$ cat src/rtl/motion_status_defs.svh
// Offsets, field positions, reset values and timing figures of the motion status bank.
// Included by the design modules and by the bench; holds definitions only.
`ifndef MOTION_STATUS_DEFS_SVH
`define MOTION_STATUS_DEFS_SVH

`define SPECIAL_WORDS        2256
`define IDX_REAL_MAP_LOW     500
`define IDX_REAL_MAP_HIGH    501
`define IDX_AMP_LOW          502
`define IDX_AMP_HIGH         503
`define IDX_MODE_ERR_A       505
`define IDX_MODE_ERR_B       506
`define IDX_TEST_ERR_LOW     510
`define IDX_TEST_ERR_HIGH    511
`define IDX_PULSE_ERR_A      513
`define IDX_PULSE_ERR_B      514
`define IDX_PULSE_ERR_C      515
`define IDX_MAX_CYCLE        524
`define IDX_SET_ERR_ARRAY    550
`define IDX_SET_ERR_INFO     551
`define IDX_IRQ_STATUS       2256
`define IDX_IRQ_ENABLE       2257
`define IDX_IRQ_CLEAR        2258
`define IDX_FLAGS            2259
`define IRQ_BITS             5
`define IRQ_MODE_SWITCH      0
`define IRQ_TEST_ERR         1
`define IRQ_PULSE_ERR        2
`define IRQ_SET_ERR          3
`define IRQ_AMP_CHANGE       4
`define WORD_RESET           16'h0000
`define AMP_SCAN_NS          400
`define CLK_PERIOD_NS        40
`define AMP_SCAN_CYCLES      ((`AMP_SCAN_NS + `CLK_PERIOD_NS - 1) / `CLK_PERIOD_NS)

`endif

$ cat src/rtl/motion_status_pkg.sv
// Types shared by the motion status bank modules.
// Assumes the defs header is on the include path.
package motion_status_pkg;
  typedef struct packed {
    logic [1:0]  htrans;
    logic        hwrite;
    logic [2:0]  hsize;
    logic [31:0] haddr;
  } ahb_addr_type;

  typedef struct packed {
    logic        to_virtual;
    logic        to_real;
    logic        test_request;
    logic        pulse_gen_enable;
    logic        setting_error;
    logic        cycle_done;
  } engine_event_type;

  typedef enum logic [1:0] {
    AMP_IDLE,
    AMP_SCAN,
    AMP_LIVE
  } amp_state_type;
endpackage

$ cat src/rtl/amp_presence_tracker.sv
// Tracks which servo amplifiers are present, one bit per axis.
// Assumes mounted and link_ok levels are synchronous to clk_sys.
`timescale 1ns/1ps
`default_nettype none
`include "motion_status_defs.svh"
module amp_presence_tracker
  import motion_status_pkg::*;
#(
  parameter int AXES = 32
) (
  input  wire logic            clk_sys,
  input  wire logic            rst_n,
  input  wire logic [AXES-1:0] used_axes,
  input  wire logic [AXES-1:0] mounted,
  input  wire logic [AXES-1:0] link_ok,
  output logic      [AXES-1:0] presence,
  output logic                 changed
);
  localparam int SCAN_CYCLES = `AMP_SCAN_CYCLES;
  amp_state_type state;
  logic [7:0]    scan_count;
  logic [AXES-1:0] next_presence;

  assign next_presence = used_axes & mounted & link_ok;

  always_ff @(posedge clk_sys) begin
    if (!rst_n) begin
      state      <= AMP_IDLE;
      scan_count <= 8'h00;
    end else begin
      case (state)
        AMP_IDLE: begin
          state      <= AMP_SCAN;
          scan_count <= 8'h00;
        end
        AMP_SCAN: begin
          scan_count <= scan_count + 8'h01;
          if (scan_count == 8'(SCAN_CYCLES - 1)) begin
            state <= AMP_LIVE;
          end
        end
        AMP_LIVE: state <= AMP_LIVE;
        default: state <= AMP_IDLE;
      endcase
    end
  end

  // The first check after reset takes the full map; afterwards a lost link clears
  // its bit at once, and a newly mounted axis is recorded too.
  always_ff @(posedge clk_sys) begin
    if (!rst_n) begin
      presence <= '0;
      changed  <= 1'b0;
    end else if (state == AMP_SCAN && scan_count == 8'(SCAN_CYCLES - 1)) begin
      presence <= next_presence;
      changed  <= 1'b1;
    end else if (state == AMP_LIVE) begin
      presence <= next_presence;
      changed  <= (next_presence != presence);
    end else begin
      changed  <= 1'b0;
    end
  end

  lost_clear_a: assert property (@(posedge clk_sys) disable iff (!rst_n)
    (state == AMP_LIVE) |=> (presence & ~$past(link_ok)) == '0)
    else $error("presence bit kept after link loss");
endmodule
`default_nettype wire

$ cat src/rtl/motion_status_bank.sv
// Motion status register bank: monitor words updated by the motion engine, read over AHB-Lite.
// Assumes one AHB-Lite master, single word transfers, events synchronous to clk_sys.
// Operation
// - Monitor space of 2256 word indices from zero, control words at 2256-2259; only some carry status.
// - On real-to-virtual switch, capture which axes are real-mode axes.
// - On virtual-to-real switch, keep the axis map unchanged.
// - Axis map: axes 1-16 in low word, 17-32 in high word.
// - Mode switch error words update only on a virtual transition attempt.
// - Test request error words update only on a test-mode request.
// - Pulse generator error words update only on enable rising edge.
// - Setting error words written only when a setting error is detected.
// - Largest observed cycle time updated once per operation cycle.
// - Amplifier presence checked after reset; bit cleared when communication stops.
// - Refused test request sets error flag and stores per-axis operating bits.
`timescale 1ns/1ps
`default_nettype none
`include "motion_status_defs.svh"
module motion_status_bank
  import motion_status_pkg::*;
#(
  parameter int AXES = 32
) (
  input  wire logic             clk_sys,
  input  wire logic             rst_n,
  input  wire logic             hsel,
  input  wire logic [31:0]      haddr,
  input  wire logic [1:0]       htrans,
  input  wire logic             hwrite,
  input  wire logic [2:0]       hsize,
  input  wire logic [31:0]      hwdata,
  input  wire logic             hready,
  output logic                  hreadyout,
  output logic                  hresp,
  output logic [31:0]           hrdata,
  input  wire engine_event_type engine_event,
  input  wire logic [AXES-1:0]  real_axes,
  input  wire logic [31:0]      mode_switch_error,
  input  wire logic             mode_switch_failed,
  input  wire logic [AXES-1:0]  axes_operating,
  input  wire logic [47:0]      pulse_gen_error,
  input  wire logic [31:0]      setting_error,
  input  wire logic [15:0]      cycle_time,
  input  wire logic [AXES-1:0]  used_axes,
  input  wire logic [AXES-1:0]  amp_mounted,
  input  wire logic [AXES-1:0]  amp_link_ok,
  output logic                  irq
);
  logic [31:0]           real_mode_axis_map;
  logic [31:0]           mode_switch_error_info;
  logic [31:0]           test_request_error;
  logic                  test_request_error_flag;
  logic [47:0]           pulse_gen_axis_error;
  logic [15:0]           setting_error_array;
  logic [15:0]           setting_error_info;
  logic [15:0]           max_cycle_time;
  logic [AXES-1:0]       amp_presence;
  logic                  amp_changed;
  logic                  pulse_enable_prev;
  logic                  pulse_rise;
  logic                  test_refused;
  logic [`IRQ_BITS-1:0]  irq_status;
  logic [`IRQ_BITS-1:0]  irq_enable;
  logic [`IRQ_BITS-1:0]  irq_events;
  ahb_addr_type          addr_q;
  logic                  phase_valid;
  logic [31:0]           next_rdata;
  logic                  read_take;
  logic                  reg_write;

  // Word index of a byte address; each 16-bit word sits in its own aligned 32-bit slot.
  function automatic logic [29:0] word_index(input logic [31:0] addr);
    word_index = addr[31:2];
  endfunction

  function automatic logic [31:0] low_word(input logic [15:0] value);
    low_word = {16'h0000, value};
  endfunction

  amp_presence_tracker #(
    .AXES (AXES)
  ) u_amp (
    .clk_sys   (clk_sys),
    .rst_n     (rst_n),
    .used_axes (used_axes),
    .mounted   (amp_mounted),
    .link_ok   (amp_link_ok),
    .presence  (amp_presence),
    .changed   (amp_changed)
  );

  assign pulse_rise   = engine_event.pulse_gen_enable && !pulse_enable_prev;
  assign test_refused = engine_event.test_request && (axes_operating != '0);

  // Only whole-word writes reach the control registers; narrower ones are ignored.
  assign read_take = hready && hsel && htrans[1] && !hwrite;
  assign reg_write = phase_valid && addr_q.hwrite && addr_q.hsize == 3'h2;

  always_ff @(posedge clk_sys) begin
    if (!rst_n) begin
      real_mode_axis_map <= {`WORD_RESET, `WORD_RESET};
    end else if (engine_event.to_virtual) begin
      real_mode_axis_map <= real_axes;
    end
    // A return to real mode deliberately leaves the map alone.
  end

  always_ff @(posedge clk_sys) begin
    if (!rst_n) begin
      mode_switch_error_info <= {`WORD_RESET, `WORD_RESET};
    end else if (engine_event.to_virtual) begin
      mode_switch_error_info <= mode_switch_failed ? mode_switch_error : 32'h0000_0000;
    end
  end

  always_ff @(posedge clk_sys) begin
    if (!rst_n) begin
      test_request_error      <= {`WORD_RESET, `WORD_RESET};
      test_request_error_flag <= 1'b0;
    end else if (engine_event.test_request) begin
      test_request_error      <= test_refused ? axes_operating : 32'h0000_0000;
      test_request_error_flag <= test_refused;
    end
  end

  always_ff @(posedge clk_sys) begin
    if (!rst_n) begin
      pulse_enable_prev    <= 1'b0;
      pulse_gen_axis_error <= '0;
    end else begin
      pulse_enable_prev <= engine_event.pulse_gen_enable;
      if (pulse_rise) begin
        pulse_gen_axis_error <= pulse_gen_error;
      end
    end
  end

  always_ff @(posedge clk_sys) begin
    if (!rst_n) begin
      setting_error_array <= `WORD_RESET;
      setting_error_info  <= `WORD_RESET;
    end else if (engine_event.setting_error) begin
      setting_error_array <= setting_error[15:0];
      setting_error_info  <= setting_error[31:16];
    end
  end

  always_ff @(posedge clk_sys) begin
    if (!rst_n) begin
      max_cycle_time <= `WORD_RESET;
    end else if (engine_event.cycle_done && cycle_time > max_cycle_time) begin
      max_cycle_time <= cycle_time;
    end
  end

  assign irq_events = {amp_changed,
                       engine_event.setting_error,
                       pulse_rise && (pulse_gen_error != '0),
                       test_refused,
                       engine_event.to_virtual && mode_switch_failed};

  // AHB-Lite address phase is captured when the bus is ready; the slave never stalls.
  always_ff @(posedge clk_sys) begin
    if (!rst_n) begin
      phase_valid <= 1'b0;
      addr_q      <= '0;
    end else if (hready) begin
      phase_valid <= hsel && htrans[1];
      addr_q      <= '{htrans: htrans, hwrite: hwrite, hsize: hsize, haddr: haddr};
    end
  end

  // Set beats clear so that an event in the clearing cycle is never lost.
  always_ff @(posedge clk_sys) begin
    if (!rst_n) begin
      irq_status <= '0;
      irq_enable <= '0;
    end else begin
      if (reg_write &&
          word_index(addr_q.haddr) == 30'(`IDX_IRQ_CLEAR)) begin
        irq_status <= (irq_status & ~hwdata[`IRQ_BITS-1:0]) | irq_events;
      end else begin
        irq_status <= irq_status | irq_events;
      end
      if (reg_write &&
          word_index(addr_q.haddr) == 30'(`IDX_IRQ_ENABLE)) begin
        irq_enable <= hwdata[`IRQ_BITS-1:0];
      end
    end
  end

  assign irq = |(irq_status & irq_enable);

  // Monitor words ignore writes, and reads only select data.
  always_comb begin
    next_rdata = 32'h0000_0000;
    case (word_index(haddr))
      30'(`IDX_REAL_MAP_LOW):  next_rdata = low_word(real_mode_axis_map[15:0]);
      30'(`IDX_REAL_MAP_HIGH): next_rdata = low_word(real_mode_axis_map[31:16]);
      30'(`IDX_AMP_LOW):       next_rdata = low_word(amp_presence[15:0]);
      30'(`IDX_AMP_HIGH):      next_rdata = low_word(amp_presence[31:16]);
      30'(`IDX_MODE_ERR_A):    next_rdata = low_word(mode_switch_error_info[15:0]);
      30'(`IDX_MODE_ERR_B):    next_rdata = low_word(mode_switch_error_info[31:16]);
      30'(`IDX_TEST_ERR_LOW):  next_rdata = low_word(test_request_error[15:0]);
      30'(`IDX_TEST_ERR_HIGH): next_rdata = low_word(test_request_error[31:16]);
      30'(`IDX_PULSE_ERR_A):   next_rdata = low_word(pulse_gen_axis_error[15:0]);
      30'(`IDX_PULSE_ERR_B):   next_rdata = low_word(pulse_gen_axis_error[31:16]);
      30'(`IDX_PULSE_ERR_C):   next_rdata = low_word(pulse_gen_axis_error[47:32]);
      30'(`IDX_MAX_CYCLE):     next_rdata = low_word(max_cycle_time);
      30'(`IDX_SET_ERR_ARRAY): next_rdata = low_word(setting_error_array);
      30'(`IDX_SET_ERR_INFO):  next_rdata = low_word(setting_error_info);
      30'(`IDX_IRQ_STATUS):    next_rdata = {27'h0, irq_status};
      30'(`IDX_IRQ_ENABLE):    next_rdata = {27'h0, irq_enable};
      30'(`IDX_FLAGS):         next_rdata = {31'h0, test_request_error_flag};
      default:                 next_rdata = 32'h0000_0000;
    endcase
  end

  // Read data is registered at the address phase so it stands through the data phase.
  always_ff @(posedge clk_sys) begin
    if (!rst_n) begin
      hrdata <= 32'h0000_0000;
    end else if (read_take) begin
      hrdata <= next_rdata;
    end
  end

  assign hreadyout = 1'b1;
  assign hresp     = 1'b0;

  // Each monitor word moves only on its own event; error words then take the sampled value or zero, the maximum only a larger cycle time.
  map_capture_a: assert property (@(posedge clk_sys) disable iff (!rst_n)
    engine_event.to_virtual |=> real_mode_axis_map == $past(real_axes))
    else $error("axis map not captured on virtual switch");
  map_hold_a: assert property (@(posedge clk_sys) disable iff (!rst_n)
    !engine_event.to_virtual |=> $stable(real_mode_axis_map))
    else $error("axis map changed without virtual switch");
  mode_err_hold_a: assert property (@(posedge clk_sys) disable iff (!rst_n)
    !engine_event.to_virtual |=> $stable(mode_switch_error_info))
    else $error("mode error words changed outside transition");
  mode_capture_a: assert property (@(posedge clk_sys) disable iff (!rst_n)
    (engine_event.to_virtual && mode_switch_failed) |=>
      mode_switch_error_info == $past(mode_switch_error))
    else $error("mode error words not captured on failed switch");
  mode_fail_status_a: assert property (@(posedge clk_sys) disable iff (!rst_n)
    (engine_event.to_virtual && mode_switch_failed) |=> irq_status[`IRQ_MODE_SWITCH])
    else $error("failed mode switch not flagged");
  test_err_hold_a: assert property (@(posedge clk_sys) disable iff (!rst_n)
    !engine_event.test_request |=> $stable(test_request_error))
    else $error("test error words changed without request");
  test_accept_a: assert property (@(posedge clk_sys) disable iff (!rst_n)
    (engine_event.test_request && !test_refused) |=>
      (test_request_error == 32'h0000_0000 && !test_request_error_flag))
    else $error("accepted test request left error words set");
  test_refuse_a: assert property (@(posedge clk_sys) disable iff (!rst_n)
    test_refused |=>
      (test_request_error_flag && test_request_error == $past(axes_operating)))
    else $error("refused test request not recorded");
  refuse_status_a: assert property (@(posedge clk_sys) disable iff (!rst_n)
    test_refused |=> irq_status[`IRQ_TEST_ERR])
    else $error("refused test request not flagged");
  pulse_hold_a: assert property (@(posedge clk_sys) disable iff (!rst_n)
    !pulse_rise |=> $stable(pulse_gen_axis_error))
    else $error("pulse error words changed without enable rise");
  pulse_capture_a: assert property (@(posedge clk_sys) disable iff (!rst_n)
    pulse_rise |=> pulse_gen_axis_error == $past(pulse_gen_error))
    else $error("pulse error words not captured on enable rise");
  set_err_hold_a: assert property (@(posedge clk_sys) disable iff (!rst_n)
    !engine_event.setting_error |=> $stable(setting_error_info))
    else $error("setting error words changed without error");
  set_array_hold_a: assert property (@(posedge clk_sys) disable iff (!rst_n)
    !engine_event.setting_error |=> $stable(setting_error_array))
    else $error("setting error array changed without error");
  set_capture_a: assert property (@(posedge clk_sys) disable iff (!rst_n)
    engine_event.setting_error |=>
      {setting_error_info, setting_error_array} == $past(setting_error))
    else $error("setting error words not captured");
  max_cycle_a: assert property (@(posedge clk_sys) disable iff (!rst_n)
    engine_event.cycle_done |=> max_cycle_time >= $past(cycle_time))
    else $error("maximum cycle time below observed cycle");
  cycle_hold_a: assert property (@(posedge clk_sys) disable iff (!rst_n)
    !engine_event.cycle_done |=> $stable(max_cycle_time))
    else $error("maximum cycle time changed without a cycle");
  read_clean_a: assert property (@(posedge clk_sys) disable iff (!rst_n)
    (phase_valid && !addr_q.hwrite && !engine_event.test_request) |=>
      $stable(test_request_error_flag))
    else $error("read disturbed a flag");

  // Read data must carry the word addressed in the previous address phase.
  read_low_a: assert property (@(posedge clk_sys) disable iff (!rst_n)
    (read_take && word_index(haddr) == 30'(`IDX_REAL_MAP_LOW) && !engine_event.to_virtual)
      |=> hrdata == low_word(real_mode_axis_map[15:0]))
    else $error("low axis map word read wrong");
  read_high_a: assert property (@(posedge clk_sys) disable iff (!rst_n)
    (read_take && word_index(haddr) == 30'(`IDX_REAL_MAP_HIGH) && !engine_event.to_virtual)
      |=> hrdata == low_word(real_mode_axis_map[31:16]))
    else $error("high axis map word read wrong");
  unmapped_zero_a: assert property (@(posedge clk_sys) disable iff (!rst_n)
    (read_take && word_index(haddr) > 30'(`IDX_SET_ERR_INFO) &&
     word_index(haddr) < 30'(`SPECIAL_WORDS)) |=> hrdata == 32'h0000_0000)
    else $error("unmapped word read nonzero");
  rdata_stand_a: assert property (@(posedge clk_sys) disable iff (!rst_n)
    !read_take |=> $stable(hrdata))
    else $error("read data changed outside a read");

  virtual_cover_c: cover property (@(posedge clk_sys) engine_event.to_virtual);
  refused_cover_c: cover property (@(posedge clk_sys) test_refused);
  irq_cover_c: cover property (@(posedge clk_sys) irq);
  pulse_cover_c: cover property (@(posedge clk_sys) pulse_rise);
  set_err_cover_c: cover property (@(posedge clk_sys) engine_event.setting_error);
endmodule
`default_nettype wire

$ cat config.mk
export PLATFORM = sky130hd
export DESIGN_NAME = motion_status_bank
export DESIGN_NICKNAME = d
export VERILOG_FILES = /design/src/rtl/motion_status_pkg.sv /design/src/rtl/amp_presence_tracker.sv /design/src/rtl/motion_status_bank.sv
export VERILOG_INCLUDE_DIRS = /design/src /design/src/rtl
export SDC_FILE = /design/constraint.sdc
export NUM_CORES = 1
export LEC_CHECK = 0
export BUFFER_PORTS_ARGS = -buffer_cell sky130_fd_sc_hd__buf_2
export CORE_AREA = 8 8 174 176
export CTS_CLUSTER_SIZE = 10
export DETAILED_ROUTE_END_ITERATION = 10
export DIE_AREA = 0 0 182 184
export GPL_ROUTABILITY_DRIVEN = 1
export PLACE_DENSITY = 0.79
export SLEW_MARGIN = 10
export SYNTH_ARGS = -nofsm -noshare
export SYNTH_HDL_FRONTEND = slang
export SYNTH_SLANG_ARGS = --single-unit
$ cat constraint.sdc
create_clock -name clk_sys -period 2.4 [get_ports clk_sys]
set_input_delay 0.48 -clock clk_sys [delete_from_list [all_inputs] [get_ports clk_sys]]
set_output_delay 0.48 -clock clk_sys [all_outputs]
set_load 0.02 [all_outputs]
==> results of run 1 <==
[cell type report]
class	count	share of cell area (%)
diodes	5	0.0706
clock inverters	1	0.170
inverters	26	0.593
well taps	346	2.44
multi-input cells	1184	42.0
flip-flops and latches	298	33.7
repair buffers	469	15.7
clock buffers	45	5.40
[cell usage after synthesis, types with 26 or more instances]
| library cell | instances |
|---|---|
| sky130_fd_sc_hd__clkbuf_1 | 72 |
| sky130_fd_sc_hd__a22oi_1 | 38 |
| sky130_fd_sc_hd__nor4_1 | 36 |
| sky130_fd_sc_hd__nand2_1 | 148 |
| sky130_fd_sc_hd__nor2b_1 | 67 |
| sky130_fd_sc_hd__a21oi_1 | 161 |
| sky130_fd_sc_hd__nor2_1 | 252 |
| sky130_fd_sc_hd__xnor2_1 | 30 |
| sky130_fd_sc_hd__mux2i_1 | 108 |
| sky130_fd_sc_hd__mux2_2 | 26 |
| sky130_fd_sc_hd__nand3_1 | 67 |
| sky130_fd_sc_hd__dfxtp_1 | 298 |
[worst max-delay path by stage]
stage | end | cells after the start | slack (ns) | from
final | hrdata[8] | 9 | 0.16 | haddr[15]
after global routing | u_amp.presence[11] | 8 | 0.03 | u_amp.scan_count[0]
after CTS | hrdata[2] | 11 | 0.13 | haddr[15]
after detailed placement | hrdata[2] | 11 | -0.36 | haddr[15]
after global placement | hrdata[2] | 11 | -0.35 | haddr[15]
after floorplan | hrdata[12] | 8 | 0.21 | haddr[5]
[power by group through the flow]
stage | clock, W | combinational, W | sequential, W
after floorplan | 0 | 0.00106 | 0.00545
after global placement | 0 | 0.00171 | 0.00553
after detailed placement | 0 | 0.00176 | 0.00554
after CTS | 0.00484 | 0.00177 | 0.00544
after global routing | 0.00506 | 0.00195 | 0.00546
final | 0.00481 | 0.00178 | 0.00545
[critical path, cell delays in order]
cell and delay [ns]:
sky130_fd_sc_hd__buf_2 0.10, sky130_fd_sc_hd__nor4_1 0.43, sky130_fd_sc_hd__buf_4 0.19, sky130_fd_sc_hd__nand2_1 0.14, sky130_fd_sc_hd__or4_4 0.62, sky130_fd_sc_hd__nor3_4 0.24
sky130_fd_sc_hd__buf_4 0.16, sky130_fd_sc_hd__a222oi_1 0.12, sky130_fd_sc_hd__a22oi_1 0.18
[registers in the layout, summed over array words and instances, names as in the netlist, 32 cells and up]
name and cells:
real_mode_axis_map 32, mode_switch_error_info 32, addr_q 34, pulse_gen_axis_error 48, u_amp.presence 32, test_request_error 32
[layer usage]
layer / routed length [um] / global-route usage, % / up-vias / share of wire (%)
li1: - / - / 6502 / -
met1: 19700 / 33.6 / 6457 / 39
met2: 24400 / 50.5 / 664 / 48
met3: 4240 / 7.37 / 137 / 8.4
met4: 2250 / 13.6 / 14 / 4.4
met5: 93 / 0 / - / 0.18
[stage by stage]
stage / hold WS [ns] / cells / total power (W) / util (%)
after floorplan: 0.413 / 1635 / 0.00651 / -
after global placement: 0.442 / 2323 / 0.00724 / 60.8
after detailed placement: 0.446 / 2323 / 0.00730 / 60.8
after CTS: 0.197 / 2369 / 0.0121 / 64.4
after global routing: 0.205 / 2374 / 0.0125 / 64.5
final: 0.202 / 2374 / 0.0120 / 64.5
[cell families after synthesis]
| kind of cell | Yosys count |
|---|---|
| compound gates | 325 |
| xor+xnor | 33 |
| fa+ha+maj | 21 |
| buf+inv | 153 |
| flops | 298 |
| mux | 141 |
| other cells | 2 |
| simple gates | 646 |
[timing repair]
action                                 in CTS  in global routing
gates resized for setup                     0                  1
endpoints found under the hold margin       0                  0
setup endpoints to repair                   0                  1
==> results.txt, run 1 <==
- In the synthesized netlist, the number of instances is 1,619.
- Dividing the detail-routed via count by the number of cells gives 5.80.
* Reported max-cap violation count: 0
* Total number of H-tree levels: 2
- Global placer's final weighted congestion: 0.982
* Yosys reg bits: 298
- The run finished with clean final reports.
- The count of buffers added on input and output ports is 354.
- The worst hold path passes through 3 cells.
* Clock latency at the later pin of the worst-skew pair: 0.51 ns
- GRT Total Usage: 29.2%
* Residual DRC: 0
- Req. time, crit path: 2.83 ns
- Proportion of synthesized area in mux cells: 10.9%
* Most used DFF post-synth: sky130_fd_sc_hd__dfxtp_1
- Counting cells, the worst reg-to-reg path comes to 8.
- The synthesized netlist devotes 22.3% of its cell area to simple gates.
- The finished cells cover 17,700 sq um.
- Yosys mapped the design onto 70 distinct sky130hd cell types.
- The layout has 2,349 filler cells.
- Hold_sp: mode_switch_error[16]
- Number of hold buffers added after cts: 0
- The final-report max-slew violation count came to 0.
* Fraction of final layout cells with drive strength greater than 1: 28.1%
- Before CTS, the worst setup slack after placement is -0.361 ns.
- Summing every instance area after synthesis gives 14,000 sq um.
- WL/cell: 21.4 um
- Setup total negative slack on the finished layout was measured at 0 ns.
- Pwr/cell area: 679 nW/um^2
- The worst path needs 2.24 ns of the cycle, external delays included.
* Number of setup buffers added after CTS: 0
- In this run the worst path has a maximum fanout of 4.
- In this run switching power makes up 26.3% of total power.
- The top cell types in the final layout, fill and taps aside, are sky130_fd_sc_hd__buf_2 (354), sky130_fd_sc_hd__dfxtp_1 (298), sky130_fd_sc_hd__nor2_1 (251), sky130_fd_sc_hd__a21oi_1 (161), sky130_fd_sc_hd__nand2_1 (148).
- Worst reg2reg setup slack: 0.16 ns
* CTS sink cnt: 298
* Synth Area in Compound Gates: 15.3%
- Number of iterations in the first detailed-routing pass: 5
* Row cnt: 61
- During I/O placement, the number of pins put on the boundary was 404.
- The worst register-to-register path begins at u_amp.scan_count[0].
- Hold-critical path endpoint: mode_switch_error_info[16]
- Summing the areas of all fa, ha and maj instances in the mapped netlist gives 1.88% of the synthesized area.
* Kind of end point of the critical path: flip-flop
- Pin count of the biggest net entering global routing: 71
- Main combinational cell family by area after synthesis: simple AND/OR/NAND/NOR gates
- Total number of nets in the final design: 2,405
* Sequential group share of total power: 45.3%
- STA classifies the critical path startpoint as a primary input.
* Max Freq: 446 MHz
* Vias after detailed routing: 13,800
* Antenna violations before repair: 12
- Die Span X: 182 um
- At the pin with the least slew margin, the transition time is 0.602 ns.
- The die is 184 um tall.
- For this block, the initial DRC count from the detailed router was 1,083.
- Yosys synthesis warning count: 0
* Setup repair after global routing missed its margin: false
- The worst setup path is of the in2reg kind.
- In this run, CTS created clock tree buffers numbering 36.
- The worst register-to-register path ends at u_amp.presence[25].
- The total overflow left after global routing is 0.
- Wire length of the first global-routing pass: 76,600 um
* Overall routed net length: 50,800 um
- Clock tree from TritonCTS: done
- The clock passes through at most 3 buffers.
- Number of nets with antenna violations after routing: 0
* Combined area of the multi-input logic cells: 7440 sq um
* Total cell area at the placement stage: 16,700 sq um
* Sequential area share after synthesis: 42.6%
- Standard cell core area: 27,500 sq um
* Fraction of synthesized cell area in xor and xnor cells: 2.07%
* Dominant cell type by area after synthesis: sky130_fd_sc_hd__dfxtp_1
- The worst pin sits at a relative slew slack of 59.9%.
- Worst min path class: in2reg
* Number of synthesized flops with an enable pin: 0
- After synthesis, the share of flip-flops with an asynchronous set or reset is 0%.
- The number of global-route vias before repair was 13,900.
- STA puts the critical path data arrival time at 2.67 ns.
* Mean instance size in the synthesized netlist: 8.64 sq um
- Area of all sequential standard cells: 5970 sq um
* Final critical-path setup slack: 0.157 ns
- Across the routed clock network, the largest skew measured is 0.0149 ns.
* Switching power of the nets: 0.00317 W
- Setup violations remaining at the end of the flow were counted as 0.
* Most common library cell in the layout ignoring fill and taps: sky130_fd_sc_hd__buf_2
* Clk network pwr share: 39.9%
- Fin crit share: 93.5%
* Root buf cell: sky130_fd_sc_hd__clkbuf_16
- Internal power component: 0.00887 W
- Initial Utilization: 50.9%
- Area of the die: 33,500 sq um
- After legalization and detailed placement, the total HPWL measured 40,300 um.
- After clock tree synthesis, the clock-pin slew on the worst setup and hold paths is 0.05 ns.
- The count of final hold-check violations is 0.
* Area contributors post-synth: sky130_fd_sc_hd__dfxtp_1 (43%), sky130_fd_sc_hd__mux2i_1 (7.7%), sky130_fd_sc_hd__nor2_1 (6.8%), sky130_fd_sc_hd__a21oi_1 (5.8%), sky130_fd_sc_hd__nand2_1 (4.0%)
- Summed over its instances, the top area cell type makes up 42.6% of the synthesized netlist area.
- In this run, the combinational gates consume 14.8% of the power.
- Leak Pwr: 7.56 nW
- The area growth from synthesis to layout is 26.6%.
- Max IR drop VDD: 0.000497 V
(Power assumes the default switching activity.)
==> inputs of run 2 (changes only) <==
ABC_AREA = 1   (was not set)
CORE_AREA = 8 8 175 177   (was 8 8 174 176)
DIE_AREA = 0 0 183 185   (was 0 0 182 184)
PLACE_DENSITY = 0.8   (was 0.79)
==> run 2 against run 1 <==
Clock skew decreased by 0.0035 ns. Non-clock buffer count decreased by 70. Sequential cell count unchanged. Die area increased by 1.1%. Design area decreased by 0.14%. Fmax increased by 8.2%. Total power increased by 4.5%. Critical endpoint is now max_cycle_time[15].
==> results.txt, run 2 <==
- Result of the run: completed
- Highest-count cells in the layout ignoring fill and taps: sky130_fd_sc_hd__nand2_1 (416), sky130_fd_sc_hd__nor2_1 (375), sky130_fd_sc_hd__buf_2 (353), sky130_fd_sc_hd__dfxtp_1 (298), sky130_fd_sc_hd__nand3_1 (246)
* Pin count of the biggest net entering global routing: 127
- The number of antenna violations at the first check in global routing was 3.
- Share of the synthesized area in the top cell type: 41.2%
- Count of final max-slew check failures: 0
- Launching element type of the critical path: flip-flop
- In the final layout, the share of cells above drive strength 1 is 19.6%.
* Req. time, crit path: 2.84 ns
- The count of final hold-check violations came to 0.
* Synthesized instance count: 2,144
- Vias in the first global route: 15,100
* Max Freq: 482 MHz
- In this run the tightest slew margin relative to its limit is 47.5%.
- Standard cell core area: 28,100 sq um
- Number of I/O pins: 404
* DRT iter0 DRCs: 1,423
- Fraction of synthesis flops using an asynchronous set or reset pin: 0%
* CTS sink cnt: 298
* WL/cell: 17.5 um
- Setup violations remaining at the end of the flow were counted as 0.
- Yosys printed 0 warnings.
- In the routed layout, each cell is associated on average with a via count of 5.44.
- Final hold analysis gives a worst-case slack of 0.177 ns.
- Global placer's final weighted congestion: 0.932
* Layout fillers: 2,645
- At the pin with the least slew margin, the transition time is 0.783 ns.
- sky130_fd_sc_hd__dfxtp_1 takes more of the synthesized area than any other cell.
* Worst Clk Skew: 0.0114 ns
* Kind of end point of the critical path: flip-flop
* Flip-flop count of the largest register after layout: 48
- Synth Cell Area: 14,500 sq um
* Clk pin slew, worst setup/hold paths: 0.05 ns
* Total cell area at the placement stage: 16,600 sq um
- In the final layout, the registers with the most flip-flops are pulse_gen_axis_error x48, addr_q x34.
* Number of synthesized flops with an enable pin: 0
- Gates resized, CTS repair: 0
- Overall routed net length: 50,100 um
* Top-count cell post-synth: sky130_fd_sc_hd__nand2_1
* Number of nets with antenna violations after routing: 0
- Leak Pwr: 7.97 nW
* Mean instance size in the synthesized netlist: 6.75 sq um
* Root buf cell: sky130_fd_sc_hd__clkbuf_16
- Number of iterations in the first detailed-routing pass: 8
- Area of all sequential standard cells: 5970 sq um
* Clock latency at the later pin of the worst-skew pair: 0.52 ns
- The number of setup buffers added after CTS is 0.
- Number of hold buffers added after cts: 0
- Congestion Overflow GR: 0
* CP max FO: 24
- Residual DRC: 0
- TritonCTS built the clock tree.
* Max IR drop VDD: 0.000407 V
- The die is 185 um tall.
- The floorplan step defined a die boundary enclosing 33,900 sq um.
- Row cnt: 62
- Total number of H-tree levels: 2
- Post-synthesis to final-layout area growth: 22.2%
- Summing all multi-input logic gate instances after layout gives 7460 sq um.
- Yosys reg bits: 298
* Area contributors post-synth: sky130_fd_sc_hd__dfxtp_1 (41%), sky130_fd_sc_hd__nand2_1 (11%), sky130_fd_sc_hd__nor2_1 (9.7%), sky130_fd_sc_hd__nand3_1 (8.5%), sky130_fd_sc_hd__o21ai_0 (7.1%)
- Buffers added on ports: 354
* Reported max-cap violation count: 0
* Detailed placer's ending HPWL: 38,100 um
- For the worst setup path, the data arrival time is 2.51 ns.
- Measured along the x axis, the die boundary spans 183 um.
- The worst path uses 86.4% of the clock period.
- Clock tree synthesis inserted a total of 36 buffers.
* Wire length of the first global-routing pass: 77,400 um
* Worst min path class: in2reg
- Ranked by flip-flop count, first place goes to pulse_gen_axis_error.
- For the final routed database, the setup TNS stands at 0 ns.
* Final total power: 0.0126 W
- Dividing total power by cell area gives a power density of 711 nW/um^2.
* Post-synth cell types: 43
- Leaving out filler cells and counting taps, the final layout contains 2,861.
- Setup repair after global routing left no endpoint under its margin.
- Total number of nets in the final design: 2,854
- Synth top cells by count: sky130_fd_sc_hd__nand2_1 (416), sky130_fd_sc_hd__nor2_1 (376), sky130_fd_sc_hd__dfxtp_1 (298), sky130_fd_sc_hd__nand3_1 (246), sky130_fd_sc_hd__o21ai_0 (205)
* Most used DFF post-synth: sky130_fd_sc_hd__dfxtp_1
- In this run the deepest clock path goes through 3 buffers.
- The initial utilization of the core area, before any placement, comes to 51.6%.
- Final period demand of the worst path: 2.07 ns
* Placed cell count: 2,810
- Start-to-end type of the worst setup path: reg2reg
- GRT Total Usage: 28.4%
- Post-route design area: 17,700 sq um
* Most common library cell in the layout ignoring fill and taps: sky130_fd_sc_hd__nand2_1
- Vias after detailed routing: 15,600
- Summing the sequential cell areas from Yosys gives 41.2% of the chip area.
==> run 2: changes by cell type in the layout (fill, tap and decap cells not counted), moves of 65 or more <==
cell	previous run	this run
sky130_fd_sc_hd__nand2_1	148	416
sky130_fd_sc_hd__buf_4	104	35
sky130_fd_sc_hd__nor2b_1	65	0
sky130_fd_sc_hd__inv_1	25	119
sky130_fd_sc_hd__nand3_1	67	246
sky130_fd_sc_hd__nor2_1	251	375
sky130_fd_sc_hd__o21ai_0	11	205
sky130_fd_sc_hd__mux2i_1	108	0
==> run 2: cell families (layout without fill, tap and decap cells) <==
| kind of cell | count (synthesis) | in the layout | synth area share (%) |
|---|---|---|---|
| flops | 298 | 298 | 41.2 |
| xor+xnor | 30 | 30 | 1.81 |
| buf+inv | 265 | 579 | 7.79 |
| fa+ha+maj | 21 | 21 | 1.81 |
| compound gates | 411 | 411 | 14.5 |
| simple gates | 1117 | 1117 | 32.8 |
| other cells | 2 | 21 | 0.0519 |
==> run 2: critical path: stages (launching register included) <==
cell                      delay [ns]
sky130_fd_sc_hd__dfxtp_1        0.41
sky130_fd_sc_hd__inv_1          0.08
sky130_fd_sc_hd__ha_1           0.30
sky130_fd_sc_hd__nand2_1        0.07
sky130_fd_sc_hd__nor2_1         0.13
sky130_fd_sc_hd__nor3b_1        0.26
sky130_fd_sc_hd__a31oi_1        0.12
sky130_fd_sc_hd__nand2_1        0.10
sky130_fd_sc_hd__buf_4          0.24
sky130_fd_sc_hd__o21ai_0        0.13
sky130_fd_sc_hd__a21oi_1        0.16
==> run 2: final timing paths <==
| path | cells after the start | slack, ns | start | end |
|---|---|---|---|---|
| max | 10 | 0.33 | max_cycle_time[15] | max_cycle_time[15] |
| min | 3 | 0.18 | engine_event[2] | pulse_enable_prev |
| max reg2reg | 10 | 0.33 | max_cycle_time[15] | max_cycle_time[15] |
| min reg2reg | 2 | 0.46 | addr_q[32] | addr_q[32] |
==> run 2: cell type report <==
class	count	area share [%]
antenna	3	0.0424
clock buffer	47	5.74
clock inverter	1	0.0920
inverter	132	2.80
multi-input combinational	1597	42.2
sequential	298	33.7
tap	384	2.72
timing repair buffer	399	12.7
==> run 2: layer usage <==
metal / share of wire [%] / global-route usage, % / routed length [um] / vias up
li1: - / - / - / 7629
met1: 40 / 34.9 / 20200 / 7159
met2: 47 / 47.5 / 23500 / 658
met3: 8.1 / 5.37 / 4050 / 127
met4: 4.7 / 13.6 / 2330 / 0
met5: 0 / 0 / 0 / -
==> run 2: power by group <==
group | leakage, nW | total [W] | switching [W] | internal [W]
clock | 0.504 | 0.00492 | 0.00200 | 0.00292
sequential | 2.46 | 0.00579 | 0.000369 | 0.00542
combinational | 5.01 | 0.00186 | 0.00111 | 0.000753
total | 7.97 | 0.0126 | 0.00348 | 0.00909
==> run 2: metrics by stage <==
step / worst slack (ns) / util [%]
2_1_floorplan: 0.506 / -
3_5_place_dp: 0.130 / 59.3
3_3_place_gp: 0.135 / 59.3
6_report: 0.327 / 63.0
4_1_cts: 0.367 / 63.0
5_1_grt: 0.201 / 63.0
